**config.mk**
```make
export PLATFORM = sky130hd
export DESIGN_NAME = rtcpit_top
export DESIGN_NICKNAME = d
export VERILOG_FILES = /design/src/rtcpit_pkg.sv /design/src/rtcpit_top.sv
export SDC_FILE = /design/constraint.sdc
export NUM_CORES = 1
export LEC_CHECK = 0
export BUFFER_PORTS_ARGS = -buffer_cell sky130_fd_sc_hd__buf_2
export CORE_ASPECT_RATIO = 1.25
export CORE_UTILIZATION = 35
export CTS_BUF_LIST = sky130_fd_sc_hd__clkbuf_16
export DETAILED_ROUTE_END_ITERATION = 7
export PLACE_DENSITY_LB_ADDON = 0.08
export SYNTH_ARGS = -nofsm -noshare
export SYNTH_HDL_FRONTEND = slang
export SYNTH_SLANG_ARGS = --single-unit
```
**constraint.sdc**
```tcl
create_clock -name clk_in -period 7.2 [get_ports clk_in]
set_input_delay 0.36 -clock clk_in [delete_from_list [all_inputs] [get_ports clk_in]]
set_output_delay 0.36 -clock clk_in [all_outputs]
set_load 0.03 [all_outputs]
```
**src/rtcpit_pkg.sv**
```systemverilog
// Constants for the timekeeping counter and tick timer block.
// Assumes an Avalon-MM host with word addressing of byte registers.
package rtcpit_pkg;
   // Register indices; byte address is four times the index
   localparam logic [4:0] IDX_CONTROL     = 5'h00;
   localparam logic [4:0] IDX_SYNC_STATE  = 5'h01;
   localparam logic [4:0] IDX_ENABLE      = 5'h02;
   localparam logic [4:0] IDX_FLAGS       = 5'h03;
   localparam logic [4:0] IDX_STAGING     = 5'h04;
   localparam logic [4:0] IDX_HALT        = 5'h05;
   localparam logic [4:0] IDX_SOURCE      = 5'h07;
   localparam logic [4:0] IDX_COUNT_LO    = 5'h08;
   localparam logic [4:0] IDX_COUNT_HI    = 5'h09;
   localparam logic [4:0] IDX_LIMIT_LO    = 5'h0a;
   localparam logic [4:0] IDX_LIMIT_HI    = 5'h0b;
   localparam logic [4:0] IDX_MATCH_LO    = 5'h0c;
   localparam logic [4:0] IDX_MATCH_HI    = 5'h0d;
   localparam logic [4:0] IDX_TICK_CTRL   = 5'h10;
   localparam logic [4:0] IDX_TICK_SYNC   = 5'h11;
   localparam logic [4:0] IDX_TICK_ENABLE = 5'h12;
   localparam logic [4:0] IDX_TICK_FLAGS  = 5'h13;
   localparam logic [4:0] IDX_TICK_HALT   = 5'h15;
   // Control field positions
   localparam int CTRL_STANDBY_BIT = 7;
   localparam int CTRL_PRESC_HI    = 6;
   localparam int CTRL_PRESC_LO    = 3;
   localparam int CTRL_ENABLE_BIT  = 0;
   localparam int TICK_PERIOD_HI   = 6;
   localparam int TICK_PERIOD_LO   = 3;
   localparam int TICK_ENABLE_BIT  = 0;
   // Flag and enable bit positions
   localparam int WRAP_BIT  = 0;
   localparam int MATCH_BIT = 1;
   localparam int TICK_BIT  = 0;
   // Sync channel numbers 0 to 3 equal the sync_state bit positions; channel 4 is tick sync bit 0
   localparam int SYNC_CONTROL = 0;
   localparam int SYNC_COUNT   = 1;
   localparam int SYNC_LIMIT   = 2;
   localparam int SYNC_MATCH   = 3;
   localparam int SYNC_TICK    = 4;
   localparam int SYNC_CHANNELS = 5;
   // Reset values
   localparam logic [7:0]  RESET_BYTE  = 8'h00;
   localparam logic [15:0] RESET_LIMIT = 16'hffff;
   localparam logic [15:0] RESET_WORD  = 16'h0000;
   // Slow clock edges from register update to effect
   localparam logic [1:0]  SYNC_SLOW_EDGES = 2'h2;
   localparam int PRESC_WIDTH = 15;
endpackage : rtcpit_pkg

```
**src/rtcpit_top.sv**
```systemverilog
// Timekeeping counter with shared prescaler and periodic tick timer.
// Assumes an Avalon-MM master on clk_in and a slow timebase on a pin.
// Functional notes
// - Set wrap flag when counter hits limit and wraps to zero; counter request.
// - Set match flag when counter equals match value; shares counter request.
// - Set tick flag each elapsed tick period; separate tick request.
// - Flags set on every event, enabled or not.
// - Request asserted while a flag and its enable are both set.
// - Counter runs in idle; in standby only with keep-running bit.
// - Tick timer runs in every sleep mode.
// - Counting runs on slow timebase; control, count, limit, match and tick control writes apply after crossing over.
// - Status bit 3 high while match value is synchronising.
// - Status bit 2 high while limit value is synchronising.
// - Status bit 1 high while count value is synchronising.
// - Status bit 0 high while control write is synchronising.
// - Tick status bit 0 high while tick control write synchronises.
// - Control: keep-running bit 7, prescaler select 6:3, enable bit 0.
// - Prescaler select n divides slow clock by two to the n.
// - Control write takes effect two slow clock cycles later.
// - Counter counts only while enable bit is one.
// - Writing one clears a flag; writing zero leaves it.
`timescale 1ns/10ps
module rtcpit_top (
   // Clock and reset
   input  wire logic        clk_in,
   input  wire logic        rst_b_in,
   // Avalon-MM slave
   input  wire logic [6:0]  address_in,
   input  wire logic        read_in,
   input  wire logic        write_in,
   input  wire logic [31:0] writedata_in,
   input  wire logic [3:0]  byteenable_in,
   output logic      [31:0] readdata_out,
   output logic             waitrequest_out,
   // Timebase and system state
   input  wire logic        slow_clk_in,
   input  wire logic        standby_in,
   input  wire logic        debug_halt_in,
   // Interrupt requests
   output logic             counter_irq_out,
   output logic             tick_irq_out
);
   localparam int PW = rtcpit_pkg::PRESC_WIDTH;
   localparam int NS = rtcpit_pkg::SYNC_CHANNELS;

   // Reset release and timebase synchronisers
   logic rst_meta;
   logic rst_sync_b;
   logic slow_meta;
   logic slow_sync;
   logic slow_prev;

   always_ff @(posedge clk_in or negedge rst_b_in) begin
      if (!rst_b_in) begin
         rst_meta   <= 1'b0;
         rst_sync_b <= 1'b0;
      end else begin
         rst_meta   <= 1'b1;
         rst_sync_b <= rst_meta;
      end
   end

   always_ff @(posedge clk_in or negedge rst_sync_b) begin
      if (!rst_sync_b) begin
         slow_meta <= 1'b0;
         slow_sync <= 1'b0;
         slow_prev <= 1'b0;
      end else begin
         slow_meta <= slow_clk_in;
         slow_sync <= slow_meta;
         slow_prev <= slow_sync;
      end
   end

   // One bus cycle per slow timebase rising edge
   wire slow_edge = slow_sync & ~slow_prev;

   // Bus-side registers
   logic [7:0]  timekeeper_control;
   logic [7:0]  event_enable;
   logic [1:0]  event_flags;
   logic [7:0]  byte_staging;
   logic [7:0]  halt_behaviour;
   logic [7:0]  source_select;
   logic [15:0] wrap_limit;
   logic [15:0] match_value;
   logic [15:0] count_written;
   logic [7:0]  tick_control;
   logic [7:0]  tick_event_enable;
   logic        tick_event_flag;
   logic [7:0]  tick_halt_behaviour;

   // Slow-side applied copies
   logic [7:0]  applied_control;
   logic [15:0] applied_limit;
   logic [15:0] applied_match;
   logic [7:0]  applied_tick;
   logic [15:0] running_count;
   logic [PW-1:0] prescaler;

   // Bus access decode
   wire [4:0] idx       = address_in[6:2];
   wire       req       = (read_in | write_in) & waitrequest_out;
   wire       done      = (read_in | write_in) & ~waitrequest_out;
   wire       wr        = write_in & ~waitrequest_out & byteenable_in[0];
   wire [7:0] wd        = writedata_in[7:0];
   wire       wr_ctrl   = wr & (idx == rtcpit_pkg::IDX_CONTROL);
   wire       wr_en     = wr & (idx == rtcpit_pkg::IDX_ENABLE);
   wire       wr_flags  = wr & (idx == rtcpit_pkg::IDX_FLAGS);
   wire       wr_stage  = wr & (idx == rtcpit_pkg::IDX_STAGING);
   wire       wr_halt   = wr & (idx == rtcpit_pkg::IDX_HALT);
   wire       wr_src    = wr & (idx == rtcpit_pkg::IDX_SOURCE);
   wire       wr_cnt_lo = wr & (idx == rtcpit_pkg::IDX_COUNT_LO);
   wire       wr_cnt_hi = wr & (idx == rtcpit_pkg::IDX_COUNT_HI);
   wire       wr_lim_lo = wr & (idx == rtcpit_pkg::IDX_LIMIT_LO);
   wire       wr_lim_hi = wr & (idx == rtcpit_pkg::IDX_LIMIT_HI);
   wire       wr_mat_lo = wr & (idx == rtcpit_pkg::IDX_MATCH_LO);
   wire       wr_mat_hi = wr & (idx == rtcpit_pkg::IDX_MATCH_HI);
   wire       wr_tick   = wr & (idx == rtcpit_pkg::IDX_TICK_CTRL);
   wire       wr_ten    = wr & (idx == rtcpit_pkg::IDX_TICK_ENABLE);
   wire       wr_tflag  = wr & (idx == rtcpit_pkg::IDX_TICK_FLAGS);
   wire       wr_thalt  = wr & (idx == rtcpit_pkg::IDX_TICK_HALT);

   // Synchronisation channels: busy set by write, cleared after two slow edges
   wire [NS-1:0] sync_start;
   logic [NS-1:0] sync_busy;
   wire [NS-1:0] sync_apply;

   assign sync_start[rtcpit_pkg::SYNC_CONTROL] = wr_ctrl;
   assign sync_start[rtcpit_pkg::SYNC_COUNT]   = wr_cnt_lo | wr_cnt_hi;
   assign sync_start[rtcpit_pkg::SYNC_LIMIT]   = wr_lim_lo | wr_lim_hi;
   assign sync_start[rtcpit_pkg::SYNC_MATCH]   = wr_mat_lo | wr_mat_hi;
   assign sync_start[rtcpit_pkg::SYNC_TICK]    = wr_tick;

   genvar g;
   generate
      for (g = 0; g < NS; g++) begin : g_sync
         logic [1:0] edges;
         assign sync_apply[g] = sync_busy[g] & ~sync_start[g] & slow_edge
                                & (edges == rtcpit_pkg::SYNC_SLOW_EDGES - 2'h1);
         always_ff @(posedge clk_in or negedge rst_sync_b) begin
            if (!rst_sync_b) begin
               sync_busy[g] <= 1'b0;
               edges        <= 2'h0;
            end else if (sync_start[g]) begin
               sync_busy[g] <= 1'b1;
               edges        <= 2'h0;
            end else if (sync_apply[g]) begin
               sync_busy[g] <= 1'b0;
               edges        <= 2'h0;
            end else if (sync_busy[g] & slow_edge) begin
               edges        <= edges + 2'h1;
            end
         end
      end
   endgenerate

   // Applied control fields
   wire       cnt_on     = applied_control[rtcpit_pkg::CTRL_ENABLE_BIT];
   wire       keep_stby  = applied_control[rtcpit_pkg::CTRL_STANDBY_BIT];
   wire [3:0] presc_sel  = applied_control[rtcpit_pkg::CTRL_PRESC_HI:rtcpit_pkg::CTRL_PRESC_LO];
   wire       tick_on    = applied_tick[rtcpit_pkg::TICK_ENABLE_BIT];
   wire [3:0] tick_sel   = applied_tick[rtcpit_pkg::TICK_PERIOD_HI:rtcpit_pkg::TICK_PERIOD_LO];
   wire       cnt_halted = debug_halt_in & ~halt_behaviour[0];
   wire       tick_halted = debug_halt_in & ~tick_halt_behaviour[0];

   // Counter runs in idle, in standby only if kept running
   wire cnt_run  = cnt_on & (~standby_in | keep_stby) & ~cnt_halted;
   // Tick timer ignores sleep state
   wire tick_run = tick_on & ~tick_halted;
   wire presc_on = cnt_on | tick_on;

   // Divide by two to the n: step when low n prescaler bits are all ones
   wire [PW-1:0] presc_mask = PW'((16'h0001 << presc_sel) - 16'h0001);
   wire          cnt_step   = slow_edge & cnt_run
                              & ((prescaler & presc_mask) == presc_mask);

   wire          at_limit   = (running_count == applied_limit);
   wire [15:0]   next_count = at_limit ? 16'h0000 : running_count + 16'h0001;
   wire          wrap_evt   = cnt_step & at_limit;
   wire          match_evt  = cnt_step & (next_count == applied_match);

   // Tick when prescaler bit p rises, p 1 to 14 (0 and 15 give none); period two to the p+1 slow cycles
   wire [PW-1:0] tick_mask  = PW'((16'h0001 << tick_sel) - 16'h0001);
   wire          tick_bit   = (tick_sel < 4'(PW)) ? prescaler[tick_sel] : 1'b1;
   wire          tick_evt   = slow_edge & tick_run & (tick_sel != 4'h0)
                              & ~tick_bit & ((prescaler & tick_mask) == tick_mask);

   // Slow-side state, advanced only on timebase edges
   always_ff @(posedge clk_in or negedge rst_sync_b) begin
      if (!rst_sync_b) begin
         applied_control <= rtcpit_pkg::RESET_BYTE;
         applied_limit   <= rtcpit_pkg::RESET_LIMIT;
         applied_match   <= rtcpit_pkg::RESET_WORD;
         applied_tick    <= rtcpit_pkg::RESET_BYTE;
      end else begin
         if (sync_apply[rtcpit_pkg::SYNC_CONTROL])
            applied_control <= timekeeper_control;
         if (sync_apply[rtcpit_pkg::SYNC_LIMIT])
            applied_limit <= wrap_limit;
         if (sync_apply[rtcpit_pkg::SYNC_MATCH])
            applied_match <= match_value;
         if (sync_apply[rtcpit_pkg::SYNC_TICK])
            applied_tick <= tick_control;
      end
   end

   always_ff @(posedge clk_in or negedge rst_sync_b) begin
      if (!rst_sync_b) begin
         prescaler     <= '0;
         running_count <= rtcpit_pkg::RESET_WORD;
      end else begin
         if (!presc_on)
            prescaler <= '0;
         else if (slow_edge)
            prescaler <= prescaler + PW'(1);
         if (sync_apply[rtcpit_pkg::SYNC_COUNT])
            running_count <= count_written;
         else if (cnt_step)
            running_count <= next_count;
      end
   end

   // Control and data registers
   always_ff @(posedge clk_in or negedge rst_sync_b) begin
      if (!rst_sync_b) begin
         timekeeper_control  <= rtcpit_pkg::RESET_BYTE;
         event_enable        <= rtcpit_pkg::RESET_BYTE;
         byte_staging        <= rtcpit_pkg::RESET_BYTE;
         halt_behaviour      <= rtcpit_pkg::RESET_BYTE;
         source_select       <= rtcpit_pkg::RESET_BYTE;
         tick_control        <= rtcpit_pkg::RESET_BYTE;
         tick_event_enable   <= rtcpit_pkg::RESET_BYTE;
         tick_halt_behaviour <= rtcpit_pkg::RESET_BYTE;
      end else begin
         if (wr_ctrl)  timekeeper_control  <= wd;
         if (wr_en)    event_enable        <= {6'h00, wd[1:0]};
         if (wr_stage) byte_staging        <= wd;
         if (wr_halt)  halt_behaviour      <= {7'h00, wd[0]};
         if (wr_src)   source_select       <= {6'h00, wd[1:0]};
         if (wr_tick)  tick_control        <= {1'b0, wd[6:3], 2'h0, wd[0]};
         if (wr_ten)   tick_event_enable   <= {7'h00, wd[0]};
         if (wr_thalt) tick_halt_behaviour <= {7'h00, wd[0]};
      end
   end

   always_ff @(posedge clk_in or negedge rst_sync_b) begin
      if (!rst_sync_b) begin
         wrap_limit    <= rtcpit_pkg::RESET_LIMIT;
         match_value   <= rtcpit_pkg::RESET_WORD;
         count_written <= rtcpit_pkg::RESET_WORD;
      end else begin
         if (wr_lim_lo) wrap_limit[7:0]     <= wd;
         if (wr_lim_hi) wrap_limit[15:8]    <= wd;
         if (wr_mat_lo) match_value[7:0]    <= wd;
         if (wr_mat_hi) match_value[15:8]   <= wd;
         if (wr_cnt_lo) count_written[7:0]  <= wd;
         if (wr_cnt_hi) count_written[15:8] <= wd;
      end
   end

   // Event flags: each slow event is one bus-cycle pulse, set wins over clear
   wire [1:0] flag_set   = {match_evt, wrap_evt};
   wire [1:0] flag_clr   = wr_flags ? wd[1:0] : 2'h0;
   wire [1:0] next_flags = flag_set | (event_flags & ~flag_clr);
   wire       next_tflag = tick_evt | (tick_event_flag & ~(wr_tflag & wd[rtcpit_pkg::TICK_BIT]));
   // Requests follow an enable write in the same cycle
   wire [1:0] next_enable  = wr_en ? wd[1:0] : event_enable[1:0];
   wire       next_tenable = wr_ten ? wd[rtcpit_pkg::TICK_BIT] : tick_event_enable[rtcpit_pkg::TICK_BIT];

   always_ff @(posedge clk_in or negedge rst_sync_b) begin
      if (!rst_sync_b) begin
         event_flags     <= 2'h0;
         tick_event_flag <= 1'b0;
         counter_irq_out <= 1'b0;
         tick_irq_out    <= 1'b0;
      end else begin
         event_flags     <= next_flags;
         tick_event_flag <= next_tflag;
         counter_irq_out <= |(next_flags & next_enable);
         tick_irq_out    <= next_tflag & next_tenable;
      end
   end

   // Read selection
   logic [7:0] rd_byte;
   always_comb begin
      case (idx)
         rtcpit_pkg::IDX_CONTROL:     rd_byte = timekeeper_control;
         rtcpit_pkg::IDX_SYNC_STATE:  rd_byte = {4'h0, sync_busy[3:0]};
         rtcpit_pkg::IDX_ENABLE:      rd_byte = event_enable;
         rtcpit_pkg::IDX_FLAGS:       rd_byte = {6'h00, event_flags};
         rtcpit_pkg::IDX_STAGING:     rd_byte = byte_staging;
         rtcpit_pkg::IDX_HALT:        rd_byte = halt_behaviour;
         rtcpit_pkg::IDX_SOURCE:      rd_byte = source_select;
         rtcpit_pkg::IDX_COUNT_LO:    rd_byte = running_count[7:0];
         rtcpit_pkg::IDX_COUNT_HI:    rd_byte = running_count[15:8];
         rtcpit_pkg::IDX_LIMIT_LO:    rd_byte = wrap_limit[7:0];
         rtcpit_pkg::IDX_LIMIT_HI:    rd_byte = wrap_limit[15:8];
         rtcpit_pkg::IDX_MATCH_LO:    rd_byte = match_value[7:0];
         rtcpit_pkg::IDX_MATCH_HI:    rd_byte = match_value[15:8];
         rtcpit_pkg::IDX_TICK_CTRL:   rd_byte = tick_control;
         rtcpit_pkg::IDX_TICK_SYNC:   rd_byte = {7'h00, sync_busy[rtcpit_pkg::SYNC_TICK]};
         rtcpit_pkg::IDX_TICK_ENABLE: rd_byte = tick_event_enable;
         rtcpit_pkg::IDX_TICK_FLAGS:  rd_byte = {7'h00, tick_event_flag};
         rtcpit_pkg::IDX_TICK_HALT:   rd_byte = tick_halt_behaviour;
         default:                     rd_byte = 8'h00;
      endcase
   end

   // Waitrequest: one wait cycle, then answer for one cycle
   always_ff @(posedge clk_in or negedge rst_sync_b) begin
      if (!rst_sync_b) begin
         waitrequest_out <= 1'b1;
         readdata_out    <= 32'h0000_0000;
      end else begin
         waitrequest_out <= ~req;
         if (req)
            readdata_out <= {24'h00_0000, rd_byte};
         else if (done)
            readdata_out <= 32'h0000_0000;
      end
   end
endmodule : rtcpit_top

```
; ---- Word-level counts from Yosys, hierarchy flattened
; Cells that the tools add are included.
[word_totals]
ff_bits = 210
inputBits = 50
output_inout_bits = 35
elab_cells = 220
[op_classes]
add_sub_neg = 9
order_cmp = 2
n_eq_ne = 27
shift = 2
mux = 39
bitwise = 85
n_reduce_logical = 15
[op_table]
columns = operator, n
row1 = $pmux W8 S18, 1
row2 = $mux W32, 2
row3 = $and A1 B1 Y1, 57
row4 = $mux W16, 3
row5 = $mux W2, 17
row6 = $eq A16 B16 Y1, 2
row7 = $and A15 B15 Y15, 2
row8 = $eq A15 B15 Y1, 2
row9 = $eq A5 B4 Y1 const B, 6
row10 = $mux W15, 2
row11 = $shl A1 B4 Y15 const A, 2
row12 = $sub A15 B1 Y15 const B, 2
row13 = $eq A5 B5 Y1 const B, 5
row14 = $add A16 B1 Y16 const B, 1
row15 = $add A15 B1 Y15 const B, 1
row16 = $eq A5 B3 Y1 const B, 3
row17 = $not A1 Y1, 15
row18 = $reduce_bool A3 Y1, 5
row19 = $reduce_bool A2 Y1, 7
row20 = $mux W1, 13
row21 = $add A2 B1 Y2 const B, 5
row22 = $eq A2 B1 Y1 const B, 5
row23 = $eq A5 B2 Y1 const B, 2
row24 = $or A1 B1 Y1, 7
row25 = other kinds (11), 12

; ---- Depth between registers and ports, before layout
[depth]
ltp_word = 11
ltp_mapped = 14
depth_no_buf = 11

; ---- Worst setup path after synthesis
; OpenSTA, ideal clock, no wires.
[synth_path]
kind = register to register
startpoint = reg applied_control[4]
endpoint = reg running_count[7]
setup_time_ps = 76
arrival_ps = 2777
required_ps = 7124
setup_slack_ps = 4347
stages_incl_launch_ff = 15
n_path_buf = 3
synth_period_minus_slack_ps = 2853
cell_sequence = dfrtp_1 -> clkbuf_1 -> nor3_1 -> nand2b_1 -> ha_1 -> buf_2 -> nor2_1 -> and3b_1 -> or4_1 -> a221oi_2 -> o2111ai_2 -> nand2b_4 -> buf_6 -> o41a_1 -> o21ai_1
[synth_via]
elab_chain_len = 6
[synth_lines]
columns = item, line
row1 = from (decl), rtcpit_top.sv:94  ; logic [7:0] applied_control;
row2 = from (signal assigned), rtcpit_top.sv:192  ; applied_control <= rtcpit_pkg::RESET_BYTE;
row3 = from (signal assigned), rtcpit_top.sv:198  ; applied_control <= timekeeper_control;
row4 = $shl A1 B4 Y15 *, rtcpit_top.sv:174  ; wire [PW-1:0] presc_mask = PW'((16'h0001 << presc_sel) - 16'h0001);
row5 = $sub A15 B1 Y15 *, rtcpit_top.sv:174
row6 = $and A15 B15 Y15, rtcpit_top.sv:176  ; & ((prescaler & presc_mask) == presc_mask);
row7 = $eq A15 B15 Y1 *, rtcpit_top.sv:176
row8 = $and A1 B1 Y1 *, rtcpit_top.sv:176
row9 = $reduce_bool A2 Y1 (no source line) *, --
row10 = to (signal assigned), rtcpit_top.sv:211  ; running_count <= rtcpit_pkg::RESET_WORD;
row11 = to (signal assigned), rtcpit_top.sv:218  ; running_count <= count_written;
row12 = to (signal assigned), rtcpit_top.sv:220  ; running_count <= next_count;
row13 = to (decl), rtcpit_top.sv:98  ; logic [15:0] running_count;
; Every way passes the cells marked *; elsewhere a longest branch is shown, timed or not.
; A chain may end at the register's enable or synchronous reset.

; ---- Final worst setup path
[layout_path]
startpoint = reg applied_control[5]
endpoint = reg counter_irq_out
[layout_via]
elab_chain_len = 9
[layout_lines]
columns = item, line
row1 = $shl A1 B4 Y15 *, rtcpit_top.sv:174
row2 = $sub A15 B1 Y15 *, rtcpit_top.sv:174
row3 = $and A15 B15 Y15, rtcpit_top.sv:176
row4 = $eq A15 B15 Y1 *, rtcpit_top.sv:176
row5 = $and A1 B1 Y1 *, rtcpit_top.sv:176
row6 = $and A1 B1 Y1 (on tied branches), "rtcpit_top.sv:180, rtcpit_top.sv:181"
row7 = $or A2 B2 Y2 *, rtcpit_top.sv:265  ; wire [1:0] next_flags = flag_set | (event_flags & ~flag_clr);
row8 = $and A2 B2 Y2 *, rtcpit_top.sv:280  ; counter_irq_out <= |(next_flags & next_enable);
row9 = $reduce_or A2 Y1 *, rtcpit_top.sv:280
row10 = to (signal assigned), rtcpit_top.sv:280
row11 = to (decl), rtcpit_top.sv:40  ; output logic counter_irq_out,
; Marked as above.

==> out/metrics.sh <==
LAYOUT-AREA-OVERHEAD-VS-SYNTH_PCT=9.60
NUMBER_OF_ANTENNA_VIOLATIONS_AT_THE_FIRST_CHECK_IN_GLOBAL_ROUTING=0
DPL.HPWL_MM=20.5
IO_PINS=85
DRC_ERRORS=0
FINAL_LAYOUT_SIZE_SUFFIX_GT1_SHARE_PCT=25.6
YOSYSWARNINGCOUNT=0
VDD.IR_DROP.WORST_mV=0.152
DIE-WIDTH_UM=152
DRTPASS1ITERATIONS=5
POWER_PER_CELL_AREA_nW_PER_UM2=246
SYN_AREA_PER_CELL_UM2=10.4
PRE_CTS_WS_NS=3.39
SYNTH-SEQ-CELLS=184
CELLS_AFTER_SYNTHESIS=938
H_TREE_DEPTH=4
FIRST_GLOBAL_VIAS=7012
PERIOD_SHARE_PCT=53.3
CRITICAL_PATH.MAX_FANOUT=25
FINALWORSTPATHREQUIREDPERIOD_NS=3.84
DETAILED_ROUTE_WIRE_LENGTH_MM=28.6
CTS.CLK_SLEW.WORST_PATHS_NS=0.07
MAX-CAP-VIOLATIONS=0
GRTUSAGETOTAL_PCT=21.1
MAX-CLOCK-PATH-BUFFERS=2
MAXIMUM_NUMBER_OF_PINS_ON_ONE_NET_BEFORE_GLOBAL_ROUTE_REPAIR=131
COMB_POWER_SHARE_PCT=19.8
ROWS=68
POSTCTSRESIZEDCELLS=0
RUN_STATUS='finished, final reports clean'
POST-SYNTH-TOP-AREA-FRACTION_PCT=38.6
N_ANTENNA_CELL=0
NETSWITCHINGPOWER_uW=849
SYN-CELL-AREA_UM2=9780
POST_DP_CELL_AREA_UM2=10200
SYNTH.LIB_CELLS_USED.DISTINCT=69
DESIGN_AREA_UM2=10700
SYNTHTOPCELLSBYAREA='dfrtp_1 (39%), mux2_2 (14%), dfstp_2 (8.9%)'
SEQUENTIAL_GROUP_SHARE_OF_TOTAL_POWER_PCT=46.8
CLOCK_POWER_SHARE_PCT=33.4
CELLINTERNALPOWER_uW=1790
DRT-INITIAL-DRC-COUNT=433
DIE_HEIGHT_UM=189
DESIGN.CORE.AREA_UM2=27600
AVGROUTEDWIREPERCELL_UM=21.9
PATH_DELAY_FAMILY='simple AND/OR/NAND/NOR gates'
FINALHOLDVIOLATIONS=0
SW_FRAC_OF_TOTAL_PCT=32.2
NUMBER_OF_FLOPS_MAPPED_TO_ENABLE_CELLS_BY_YOSYS=0
FLOORPLAN.DIE_AREA_UM2=28600
TYPE_OF_ELEMENT_LAUNCHING_THE_CRITICAL_PATH='flop'
WL_MET3_UM=730
YS.FLOP_TYPE='dfrtp_1'
N_FILL_CELL=2737
CPPEAKSTAGEDELAY_NS=0.64
STANDBY_LEAKAGE_POWER_uW=0.00462
CLOCK_SINKS=184
TIMING.CRITICAL_PATH.SLOWEST_STAGE_CELL='o2111ai_2'
SETUP_VIOL=0
DETAILROUTE.VIA_COUNT=7113
TIMING.CRITICAL_PATH.CELLS='nor3_1, nand2b_1, ha_1, nor2_1, and3b_1, or4_1, a221oi_2, o2111ai_2, nor4b_1, o2111ai_1, o21ai_1'
CTSHOLDBUFFERS=1
POST_DRT_VIA_CELL_RATIO=5.44
WORST-SLEW-PIN-TRANSITION_NS=1.18
ROUTED-WL-MET2_MM=14.5
CTS_TREE='done'
WORSTSETUPPATHTYPE='flop to flop'
CRITPATHARRIVALTIME_NS=4.17
CTS_BUFFERS=17
SYNTH_AREA_LEADER_CELL='dfrtp_1'
MAX_SLEW_MARGIN_PCT=21.3
UNREPAIRED_SETUP_ENDPOINTS_AFTER_GLOBAL_ROUTING='false'
WORSTPATHBUFFERINVERTERCOUNT=0
GRT_FIRST_PASS_WIRELENGTH_MM=43.8
NUMPLACEDINSTANCES=1274
POST_CTS_BUFFERS=0
TOP_SIGNAL_LAYER_USED='met4'
GRT.OVERFLOW.TOTAL=0
SHARE_OF_ASYNC_SETTABLE_OR_ASYNC_RESETTABLE_FLOPS_AFTER_SYNTHESIS_PCT=100
CRITPATHREQUIREDTIME_NS=7.54
SETUP_SLACK_NS=3.36
TIMING.FMAX_GHz=0.261
SEQ_AREA_FRAC_SYNTH_PCT=47.5
FIN_SKEW_NS=0.0119
WORST_SETUP_PATH_END_KIND='flop'
MAXSLEWVIOLCOUNT=0
CLK_LATENCY_NS=0.44
PORTBUFFERS=31
FIN_TNS_SETUP_NS=0
CLOCK_TREE.ROOT_CELL='clkbuf_16'
ANTENNA_VIOLATING_NETS_POST_ROUTE=0
NETS=998
WORST_HOLD_PATH_TYPE='input pin to flop'
DRT-MET1-WL_MM=12.5
FINAL_CELL_COUNT_NO_FILL=1307
FLOORPLAN.INITIALDENSITY_PCT=35.5
WEIGHTED_CONGESTION_REPORTED_AT_THE_END_OF_ROUTABILITY_DRIVEN_PLACEMENT=0.855
[worst paths after layout]
path | from | cells after the start | slack, ns | to
min in group asynchronous | rst_b_in | 2 | 0.22 | rst_sync_b
min reg2reg | slow_meta | 0 | 0.35 | slow_sync
max in group asynchronous | rst_sync_b | 1 | 5.66 | applied_match[2]
min | slow_clk_in | 1 | 0.03 | slow_meta
max | applied_control[5] | 11 | 3.36 | counter_irq_out
max reg2reg | applied_control[5] | 11 | 3.36 | counter_irq_out
[Yosys cell counts, types with 3 or more instances]
cell and n:
mux4_2 5, dfrtp_1 151, nor4_1 5, a21o_1 3, o32ai_1 3, and2_1 4
o21ai_0 50, or3_1 6, nor3_1 26, o2111ai_1 3, o22ai_1 3, nor2b_1 5
nor2_1 71, a221oi_1 8, nand3_1 23, a211oi_1 3, buf_1 4, xor2_1 24
ha_1 4, nand2_1 88, nand4_1 14, a22o_1 5, a222oi_1 5, buf_4 24
inv_1 18, o21ai_1 7, clkbuf_1 36, a21oi_1 37, dfstp_2 33, nand2b_1 11
a31oi_1 6, nor4b_1 5, and3_1 11, a22oi_1 9, mux2i_1 8, o221ai_1 6
o31a_1 7, mux2_2 120, buf_2 14, xnor2_1 31
[placed cells by master, fill, tap and decap left out, types with 5 or more instances in the layout]
master / count
nand3_1: 23
a222oi_1: 5
a221oi_1: 8
a21oi_1: 37
nor2_1: 71
inv_1: 22
nor4b_1: 5
mux2_2: 120
a31oi_1: 6
nor4_1: 5
o21ai_1: 7
a22oi_1: 9
o221ai_1: 6
or3_1: 6
dfrtp_1: 150
mux4_2: 5
xnor2_1: 31
o31a_1: 7
conb_1: 25
buf_2: 31
nand2_1: 88
nand2b_1: 11
dfstp_2: 33
o21ai_0: 50
nor3_1: 23
nand4_1: 14
clkbuf_16: 18
nor3_2: 5
mux2i_1: 8
buf_4: 10
xor2_1: 24
a22o_1: 5
and3_1: 11
[area by class of cell]
type,count,area [um^2],share of cell area [%]
inverter,18,67.6,0.630
sequential,184,4650,43.4
clock buffer,18,450,4.20
timing repair buffer,43,260,2.43
clock inverter,14,85.1,0.794
multi-input combinational,680,4770,44.5
tap,350,438,4.09
[registers in the layout, summed over array words and instances (netlist names), 2 cells and up]
name                flops
applied_limit          16
sync_busy               5
timekeeper_control      8
count_written          16
event_flags             2
applied_control         6
byte_staging            8
event_enable            2
match_value            16
wrap_limit             16
tick_control            5
source_select           2
applied_tick            5
prescaler              15
readdata_out            8
running_count          16
applied_match          16
g_sync.edges           10
[logic make-up after synthesis]
logic type / after synthesis / share of synthesized area, %
buffers and inverters: 97 / 4.90
AND/OR/NAND/NOR: 289 / 14.5
AO/OA/AOI/OAI: 173 / 11.7
adder cells (fa/ha/maj): 4 / 0.512
flip-flops: 184 / 47.5
XOR/XNOR: 55 / 4.93
other: 2 / 0.0768
multiplexers: 134 / 15.9
[metal layers]
layer	global-route usage [%]	up-vias
met3	3.04	47
met2	35.9	135
li1	-	3339
met5	0	-
met1	26.7	3592
met4	8.04	0
[power groups by stage]
stage	Sequential (uW)	Clock [uW]	Combinational, uW
global route	1250	951	582
global placement	1250	0	522
detailed placement	1250	0	525
floorplan	1210	0	415
finish	1240	883	522
CTS	1240	908	526
[stage by stage]
stage,hold WS (ns),total power [uW],util [%]
detailed placement,0.146,1780,36.9
global placement,0.146,1780,36.9
global route,0.00722,2780,38.9
finish,0.0250,2640,38.9
CTS,0.0112,2670,38.9
floorplan,0.0644,1620,-
No activity file was read; power rests on OpenSTA's default activity.
